$ cat src/verilog/hbfl_pkg.sv
// package: constants for the half bridge fault latch
package hbfl_pkg;
  localparam int NUM_BRIDGES = 3;
  // register offsets (byte address of a 32-bit word, word index = address / 4)
  localparam logic [7:0] ADDR_CTRL = 8'h00;
  localparam logic [7:0] ADDR_GSTAT = 8'h04;
  localparam logic [7:0] ADDR_OCDIAG = 8'h08;
  localparam logic [7:0] ADDR_OLDIAG = 8'h0c;
  localparam logic [7:0] ADDR_IRQ_STAT = 8'h10;
  localparam logic [7:0] ADDR_IRQ_MASK = 8'h14;
  // global status field positions
  localparam int GS_TPW_BIT = 1;
  localparam int GS_TSD_BIT = 2;
  localparam int GS_OV_BIT = 4;
  localparam int GS_UV_BIT = 5;
  localparam int GS_LE_BIT = 6;
  // control layout: bit 2n high side, bit 2n+1 low side of bridge n
  localparam int CTRL_W = 2 * NUM_BRIDGES;
  localparam logic [CTRL_W-1:0] CTRL_RESET = 6'h00;
  localparam logic [7:0] GSTAT_RESET = 8'h00;
  // interrupt status layout
  localparam int IRQ_OC_BIT = 0;
  localparam int IRQ_OL_BIT = 1;
  localparam int IRQ_TPW_BIT = 2;
  localparam int IRQ_TSD_BIT = 3;
  localparam int IRQ_SUP_BIT = 4;
  localparam int IRQ_W = 5;
  // overcurrent filter time in ns, and its count at 100 MHz
  localparam int CLK_PERIOD_NS = 10;
  localparam int OC_FILTER_TIME_NS = 1000;
  localparam int OC_FILTER_CYCLES =
    (OC_FILTER_TIME_NS + CLK_PERIOD_NS - 1) / CLK_PERIOD_NS;
  localparam int OC_CNT_W = 8;
endpackage : hbfl_pkg

$ cat src/verilog/hbfl_filt_if.sv
// interface: overcurrent filter request and expiry between modules
`timescale 1ns/10ps
interface hbfl_filt_if;
  logic [5:0] over_thr;
  logic [5:0] expired;
  modport filter (input over_thr, output expired);
  modport user (output over_thr, input expired);
endinterface : hbfl_filt_if

$ cat src/verilog/hbfl_oc_filter.sv
// module: per-switch overcurrent shutdown filter timers
`timescale 1ns/10ps
module hbfl_oc_filter (
  input wire logic clk_i,
  input wire logic reset_i,
  hbfl_filt_if.filter flt
);
  // =====================================================
  // one counter per switch
  genvar g;
  generate
    for (g = 0; g < hbfl_pkg::CTRL_W; g = g + 1) begin : g_sw
      logic [hbfl_pkg::OC_CNT_W-1:0] cnt_r;
      always_ff @(posedge clk_i or posedge reset_i) begin
        if (reset_i) begin
          cnt_r <= 8'h00;
        end else if (!flt.over_thr[g]) begin
          cnt_r <= 8'h00;
        end else if (cnt_r < 8'(hbfl_pkg::OC_FILTER_CYCLES)) begin
          cnt_r <= cnt_r + 8'h01;
        end
      end
      // expiry only after the full filter time of continuous excess
      assign flt.expired[g] = flt.over_thr[g] &&
        (cnt_r == 8'(hbfl_pkg::OC_FILTER_CYCLES));
    end
  endgenerate
endmodule : hbfl_oc_filter

$ cat src/verilog/hbfl_top.sv
// module: fault latch and output gating for three half bridges
// How it works
// - current above threshold starts filter; act only when filter expires
// - on expiry latch switch off and set its overcurrent bit
// - any filter expiry or open load on a driven switch sets load fault bit 6
// - overcurrent switch stays off while its error bit stays set
// - clearing the error bit restarts switch if still enabled
// - faults never change control bits, only force outputs off
// - open load sets its latched bit, output unchanged
// - open load never alters output; indication stays until cleared
// - thermal prewarning sets status bit 1, no output change
// - thermal shutdown sets bit 2, all outputs off until cleared
// - thermal shutdown turns off every output together
// - undervoltage sets bit 5 and switches all outputs off
// - overvoltage sets bit 4 and switches all outputs off
// - supply fault end reenables outputs; status bit stays until cleared
// - high sides guard shorts to ground, low sides to supply
// - enable low turns outputs off and resets all registers
`timescale 1ns/10ps
module hbfl_top (
  input wire logic clk_i,
  input wire logic reset_i,
  input wire logic enable_i,
  input wire logic [7:0] addr_i,
  input wire logic [31:0] wdata_i,
  input wire logic wr_i,
  input wire logic rd_i,
  output logic [31:0] rdata_o,
  input wire logic [5:0] overcurrent_threshold_i,
  input wire logic [5:0] openload_i,
  input wire logic thermal_prewarning_i,
  input wire logic thermal_shutdown_i,
  input wire logic supply_undervoltage_i,
  input wire logic supply_overvoltage_i,
  output logic [5:0] switch_on_o,
  output logic error_flag_o,
  output logic irq_o
);
  // =====================================================
  // pin synchronisers
  logic [11:0] pin_s1_r;
  logic [11:0] pin_s2_r;
  logic en_s1_r;
  logic en_s2_r;
  logic [11:0] pin_raw;
  assign pin_raw = {supply_overvoltage_i, supply_undervoltage_i,
                    thermal_shutdown_i, thermal_prewarning_i,
                    openload_i, 2'b00};
  logic [5:0] oc_s1_r;
  logic [5:0] oc_s2_r;

  always_ff @(posedge clk_i or posedge reset_i) begin
    if (reset_i) begin
      pin_s1_r <= 12'h000;
      pin_s2_r <= 12'h000;
      oc_s1_r <= 6'h00;
      oc_s2_r <= 6'h00;
      en_s1_r <= 1'b0;
      en_s2_r <= 1'b0;
    end else begin
      pin_s1_r <= pin_raw;
      pin_s2_r <= pin_s1_r;
      oc_s1_r <= overcurrent_threshold_i;
      oc_s2_r <= oc_s1_r;
      en_s1_r <= enable_i;
      en_s2_r <= en_s1_r;
    end
  end

  logic [5:0] ol_s;
  logic tpw_s;
  logic tsd_s;
  logic uv_s;
  logic ov_s;
  logic sleep;
  assign ol_s = pin_s2_r[7:2];
  assign tpw_s = pin_s2_r[8];
  assign tsd_s = pin_s2_r[9];
  assign uv_s = pin_s2_r[10];
  assign ov_s = pin_s2_r[11];
  // enable low acts as a synchronous reset of all six registers of the map
  assign sleep = !en_s2_r;

  // =====================================================
  // overcurrent filters
  hbfl_filt_if filt ();
  // only a switch that is driven can carry overcurrent; gating by the
  // driven state keeps a latched-off switch from retriggering
  assign filt.over_thr = oc_s2_r & switch_on_o;

  hbfl_oc_filter u_filt (
    .clk_i(clk_i),
    .reset_i(reset_i),
    .flt(filt.filter)
  );

  // =====================================================
  // register write decode
  function automatic logic wr_hit(input logic [7:0] a,
                                  input logic [7:0] reg_a,
                                  input logic w);
    wr_hit = w && (a == reg_a);
  endfunction : wr_hit

  logic wr_ctrl;
  logic wr_gstat;
  logic wr_oc;
  logic wr_ol;
  logic wr_istat;
  logic wr_imask;
  assign wr_ctrl = wr_hit(addr_i, hbfl_pkg::ADDR_CTRL, wr_i);
  assign wr_gstat = wr_hit(addr_i, hbfl_pkg::ADDR_GSTAT, wr_i);
  assign wr_oc = wr_hit(addr_i, hbfl_pkg::ADDR_OCDIAG, wr_i);
  assign wr_ol = wr_hit(addr_i, hbfl_pkg::ADDR_OLDIAG, wr_i);
  assign wr_istat = wr_hit(addr_i, hbfl_pkg::ADDR_IRQ_STAT, wr_i);
  assign wr_imask = wr_hit(addr_i, hbfl_pkg::ADDR_IRQ_MASK, wr_i);

  // =====================================================
  // control register
  logic [5:0] ctrl_r;
  always_ff @(posedge clk_i or posedge reset_i) begin
    if (reset_i) begin
      ctrl_r <= hbfl_pkg::CTRL_RESET;
    end else if (sleep) begin
      ctrl_r <= hbfl_pkg::CTRL_RESET;
    end else if (wr_ctrl) begin
      // only software writes and enable low change these; faults leave them alone
      ctrl_r <= wdata_i[5:0];
    end
  end

  // =====================================================
  // overcurrent and open load diagnosis, write one to clear
  logic [5:0] oc_diag_r;
  logic [5:0] ol_diag_r;
  logic [5:0] ol_gated;
  // open load is only judged on a switch that is on
  assign ol_gated = ol_s & switch_on_o;

  always_ff @(posedge clk_i or posedge reset_i) begin
    if (reset_i) begin
      oc_diag_r <= 6'h00;
    end else if (sleep) begin
      oc_diag_r <= 6'h00;
    end else begin
      // a new expiry wins over a same-cycle clear
      oc_diag_r <= (oc_diag_r & ~(wr_oc ? wdata_i[5:0] : 6'h00))
                   | filt.expired;
    end
  end

  always_ff @(posedge clk_i or posedge reset_i) begin
    if (reset_i) begin
      ol_diag_r <= 6'h00;
    end else if (sleep) begin
      ol_diag_r <= 6'h00;
    end else begin
      ol_diag_r <= (ol_diag_r & ~(wr_ol ? wdata_i[5:0] : 6'h00))
                   | ol_gated;
    end
  end

  // =====================================================
  // global status register, write one to clear
  logic [7:0] gstat_r;
  logic [7:0] gset;
  logic [7:0] gclr;
  always_comb begin
    gset = 8'h00;
    gset[hbfl_pkg::GS_TPW_BIT] = tpw_s;
    gset[hbfl_pkg::GS_TSD_BIT] = tsd_s;
    gset[hbfl_pkg::GS_OV_BIT] = ov_s;
    gset[hbfl_pkg::GS_UV_BIT] = uv_s;
    gset[hbfl_pkg::GS_LE_BIT] = |filt.expired | |ol_gated;
  end
  assign gclr = wr_gstat ? wdata_i[7:0] : 8'h00;

  always_ff @(posedge clk_i or posedge reset_i) begin
    if (reset_i) begin
      gstat_r <= hbfl_pkg::GSTAT_RESET;
    end else if (sleep) begin
      gstat_r <= hbfl_pkg::GSTAT_RESET;
    end else begin
      gstat_r <= (gstat_r & ~gclr) | gset;
    end
  end

  // =====================================================
  // output stage gating
  logic all_off;
  logic [5:0] sw_nxt;
  // supply faults use the live level, so outputs return on their own;
  // thermal shutdown uses the latched bit, held until software clears it
  assign all_off = sleep || gstat_r[hbfl_pkg::GS_TSD_BIT] || tsd_s
                   || uv_s || ov_s;
  // recovery follows from the live supply terms above
  assign sw_nxt = all_off ? 6'h00 : (ctrl_r & ~oc_diag_r
                  & ~filt.expired);

  always_ff @(posedge clk_i or posedge reset_i) begin
    if (reset_i) begin
      switch_on_o <= 6'h00;
    end else begin
      switch_on_o <= sw_nxt;
    end
  end

  // =====================================================
  // error flag
  logic ef_nxt;
  assign ef_nxt = |oc_diag_r | |ol_diag_r
                  | gstat_r[hbfl_pkg::GS_TPW_BIT]
                  | gstat_r[hbfl_pkg::GS_TSD_BIT]
                  | gstat_r[hbfl_pkg::GS_OV_BIT]
                  | gstat_r[hbfl_pkg::GS_UV_BIT]
                  | gstat_r[hbfl_pkg::GS_LE_BIT];
  always_ff @(posedge clk_i or posedge reset_i) begin
    if (reset_i) begin
      error_flag_o <= 1'b0;
    end else begin
      error_flag_o <= ef_nxt;
    end
  end

  // =====================================================
  // interrupt status and mask
  logic [4:0] istat_r;
  logic [4:0] imask_r;
  logic [4:0] iset;
  assign iset = {uv_s | ov_s, tsd_s, tpw_s, |ol_gated, |filt.expired};

  always_ff @(posedge clk_i or posedge reset_i) begin
    if (reset_i) begin
      istat_r <= 5'h00;
    end else if (sleep) begin
      istat_r <= 5'h00;
    end else begin
      istat_r <= (istat_r & ~(wr_istat ? wdata_i[4:0] : 5'h00)) | iset;
    end
  end

  always_ff @(posedge clk_i or posedge reset_i) begin
    if (reset_i) begin
      imask_r <= 5'h00;
    end else if (sleep) begin
      imask_r <= 5'h00;
    end else if (wr_imask) begin
      imask_r <= wdata_i[4:0];
    end
  end

  always_ff @(posedge clk_i or posedge reset_i) begin
    if (reset_i) begin
      irq_o <= 1'b0;
    end else begin
      irq_o <= |(istat_r & imask_r);
    end
  end

  // =====================================================
  // read port, data one cycle after the strobe, zero otherwise
  logic [31:0] rd_nxt;
  always_comb begin
    rd_nxt = 32'h0000_0000;
    if (rd_i) begin
      case (addr_i)
        hbfl_pkg::ADDR_CTRL: rd_nxt = {26'h000_0000, ctrl_r};
        hbfl_pkg::ADDR_GSTAT: rd_nxt = {24'h00_0000, gstat_r};
        hbfl_pkg::ADDR_OCDIAG: rd_nxt = {26'h000_0000, oc_diag_r};
        hbfl_pkg::ADDR_OLDIAG: rd_nxt = {26'h000_0000, ol_diag_r};
        hbfl_pkg::ADDR_IRQ_STAT: rd_nxt = {27'h000_0000, istat_r};
        hbfl_pkg::ADDR_IRQ_MASK: rd_nxt = {27'h000_0000, imask_r};
        default: rd_nxt = 32'h0000_0000;
      endcase
    end
  end

  always_ff @(posedge clk_i or posedge reset_i) begin
    if (reset_i) begin
      rdata_o <= 32'h0000_0000;
    end else begin
      rdata_o <= rd_nxt;
    end
  end
endmodule : hbfl_top

$ cat config.mk
export PLATFORM = sky130hd
export DESIGN_NAME = hbfl_top
export DESIGN_NICKNAME = d
export VERILOG_FILES = /design/src/verilog/hbfl_pkg.sv /design/src/verilog/hbfl_filt_if.sv /design/src/verilog/hbfl_oc_filter.sv /design/src/verilog/hbfl_top.sv
export SDC_FILE = /design/constraint.sdc
export NUM_CORES = 1
export LEC_CHECK = 0
export BUFFER_PORTS_ARGS = -buffer_cell sky130_fd_sc_hd__buf_2
export CAP_MARGIN = 0
export CELL_PAD_IN_SITES_DETAIL_PLACEMENT = 2
export CELL_PAD_IN_SITES_GLOBAL_PLACEMENT = 2
export CORE_MARGIN = 2
export CORE_UTILIZATION = 40
export DETAILED_ROUTE_END_ITERATION = 6
export GPL_ROUTABILITY_DRIVEN = 0
export PLACE_DENSITY = 0.89
export SKIP_LAST_GASP = 1
export SLEW_MARGIN = 15
export SYNTH_ARGS = -nofsm -noshare
export SYNTH_HDL_FRONTEND = slang
export SYNTH_HIERARCHICAL = 1
export SYNTH_SLANG_ARGS = --single-unit
$ cat constraint.sdc
create_clock -name clk_i -period 7.95 [get_ports clk_i]
set_input_delay 1.1925 -clock clk_i [delete_from_list [all_inputs] [get_ports clk_i]]
set_output_delay 1.1925 -clock clk_i [all_outputs]
set_load 0.1 [all_outputs]
==> flow_summary.toml <==
[worst_setup_path]
worstSetupStartpoint = "addr_i[5]"
path_class = "input port to register"
worstPathArrival_ns = 3.18
cp.required_ns = 8.24
crit_path_end_kind = "register"
cp_max_fo = 16
r2r-start = "switch_on_o[1]$_DFF_PP0_"
setup.worst_path.start_class = "input port"

[sta]
finalSetupTns_ns = 0
rsz0062_at_grt = "no"
maxSlewViolCount = 0
worst_slew_pin_slew_ns = 1.16
period_minus_slack_ns = 2.89
fin_ws_ns = 5.06
hold_ws_ns = 0.348
fin_worst_skew_ns = 0.00980
fin_crit_sh = 0.364
timing.final.setup_violations = 0
slew_headroom = 0.217
hold_viol_final = 0
fmax_mhz = 346

[global_routing]
grt_max_degree = 78
overflow = 0
antenna_found_initial = 1
grt_use_total = 0.265
grt_pass1_wl_mm = 33.4
grt_pass1_vias = 5836

[final_layout]
layout_commonest_cell = "dfrtp_1"
area_growth_pct = 13.4
drive_gt1_frac = 0.185
layout.nets = 710
fillCellCount = 1615
final_cell_mix = "134 x dfrtp_1, 73 x nand2_1, 52 x buf_2"

[place]
place_hpwl_mm = 12.6
numPortBuffers = 52
dp_slack_ns = 4.78

[logic_synthesis]
async_reset_ff_frac = 1.00
synth.area.top_cells = "dfrtp_1 52%, nand2_1 4.2%, mux2i_1 4.2%, buf_4 3.0%, ha_1 2.3%"
synth_edf_count = 0
avgSynthCellArea_um2 = 11.0
yosysUniqueCellTypes = 58
synth_seq_cells = 134
synth-main-ff-cell = "dfrtp_1"
yosysTopAreaCell = "dfrtp_1"
seq_area_frac_synth = 0.519
syn_inst = 589
yosysWarnings = 6
netlist.area_leader.share = 0.519
syn_area_mm2 = 0.00646

[flow_run]
max_cap_viol_count = 0

[clocking]
path_clk_slew_ns = 0.06
clockBufferDepth = 2
cts_tree = "built"
cts_sinks = 134
ctsHoldBuffers = 0
insertion_delay_ns = 0.43
cts-root-buf = "clkbuf_16"
post-cts-setup-buffers = 0
cts_resized = 0
numCtsBuffers = 17
htree_levels = 4

[floorplanning]
row_count = 46
core_area_mm2 = 0.0158
fp.dieArea_mm2 = 0.0172
io_pins = 101
initial_utilization = 0.408
die_w_um = 131
die_y_um = 131

[min_path]
min_path_type = "register to register"
min-delay-start = "pin_s1_r[11]$_DFF_PP0_"

[detailed_routing]
final_antenna_net_count = 0
drt-pass1-iter-count = 5
avgRoutedWirePerCell_um = 24.7
drc = 0
dr_total_vias = 5077
wl_mm = 21.4
vias_per_cell = 5.86
drtIter0Drc = 345

[power_and_ir_drop]
power.density_mw_per_mm2 = 215
ir_worst_vdd_mv = 0.165
power.leakage_nw = 3.20

[status]
status = "finished, final reports clean"
## per-stage QoR
stage,util,area [µm²],instances,total power [mW]
floorplan,-,6540,612,0.805
global placement,0.427,6760,834,0.820
detailed placement,0.427,6760,834,0.823
CTS,0.462,7320,866,1.59
global route,0.463,7320,867,1.63
finish,0.463,7320,867,1.57
## Yosys cell counts (6+ instances only)
library cell	instances
mux4_2	6
or4_1	13
nor4_1	12
o31ai_1	12
nand4_1	12
or3_1	7
nor4b_1	7
o31ai_2	12
mux2i_1	27
a21oi_1	25
nand2_1	73
dfrtp_1	134
inv_1	38
nor2_1	6
buf_2	6
a41oi_1	7
buf_6	7
buf_4	26
a21boi_1	11
and2_1	12
ha_1	12
a31oi_1	7
nand3_1	11
clkbuf_1	10
o21a_1	10
nand2b_1	14
## per-layer routing
metal	track usage	routed length, µm	vias up
li1	-	-	2177
met1	0.301	8140	2645
met2	0.465	11300	189
met3	0.0576	972	66
met4	0.146	978	0
met5	0	0	-
## final cells by class
type,instances,area [µm²],share of cell area
Sequential cell,134,3350,0.458
Multi-Input combinational cell,391,2710,0.370
Clock buffer,20,457,0.0624
Timing Repair Buffer,55,283,0.0386
Tap cell,216,270,0.0369
Inverter,38,144,0.0197
Clock inverter,12,105,0.0144
Antenna cell,1,2.50,0.000342
## registers in the layout (all words and copies together), names as in the netlist, 8 cells and up
| register | flops |
|---|---|
| gstat_r | 8 |
| pin_s1_r | 10 |
| pin_s2_r | 10 |
| rdata_o | 8 |
| u_filt/g_sw.cnt_r | 48 |
## cell families after synthesis
group                      Yosys count  share of synthesized area
and+or+nand+nor                    202                      0.179
muxes                               33                     0.0628
AOI/OAI and AO/OA                  120                      0.140
DFF                                134                      0.519
other                                1                   0.000581
buffers and inverters               87                     0.0750
adders and majority gates           12                     0.0233
## worst max-delay path: stages
cell and delay [ns]:
buf_2 0.11, nor3_2 0.90, nand4b_1 0.51, o22ai_1 0.47
## where the power goes
group | switching, mW | internal, mW
sequential | 0.0105 | 0.694
combinational | 0.0946 | 0.0161
clock | 0.315 | 0.445
total | 0.420 | 1.15
## worst paths after layout
| check | slack [ns] | cells after the start | endpoint |
|---|---|---|---|
| setup / recovery | 5.06 | 4 | rdata_o[4]$_DFF_PP0_ |
| hold / removal | 0.35 | 0 | pin_s2_r[11]$_DFF_PP0_ |
| setup reg to reg | 5.50 | 6 | gstat_r[6]$_DFF_PP0_ |
| hold reg to reg | 0.35 | 0 | pin_s2_r[11]$_DFF_PP0_ |
| max in group asynchronous | 6.07 | 3 | oc_s1_r[4]$_DFF_PP0_ |
| min in group asynchronous | 0.68 | 2 | pin_s2_r[5]$_DFF_PP0_ |
Power figures use the tool's default switching activity.
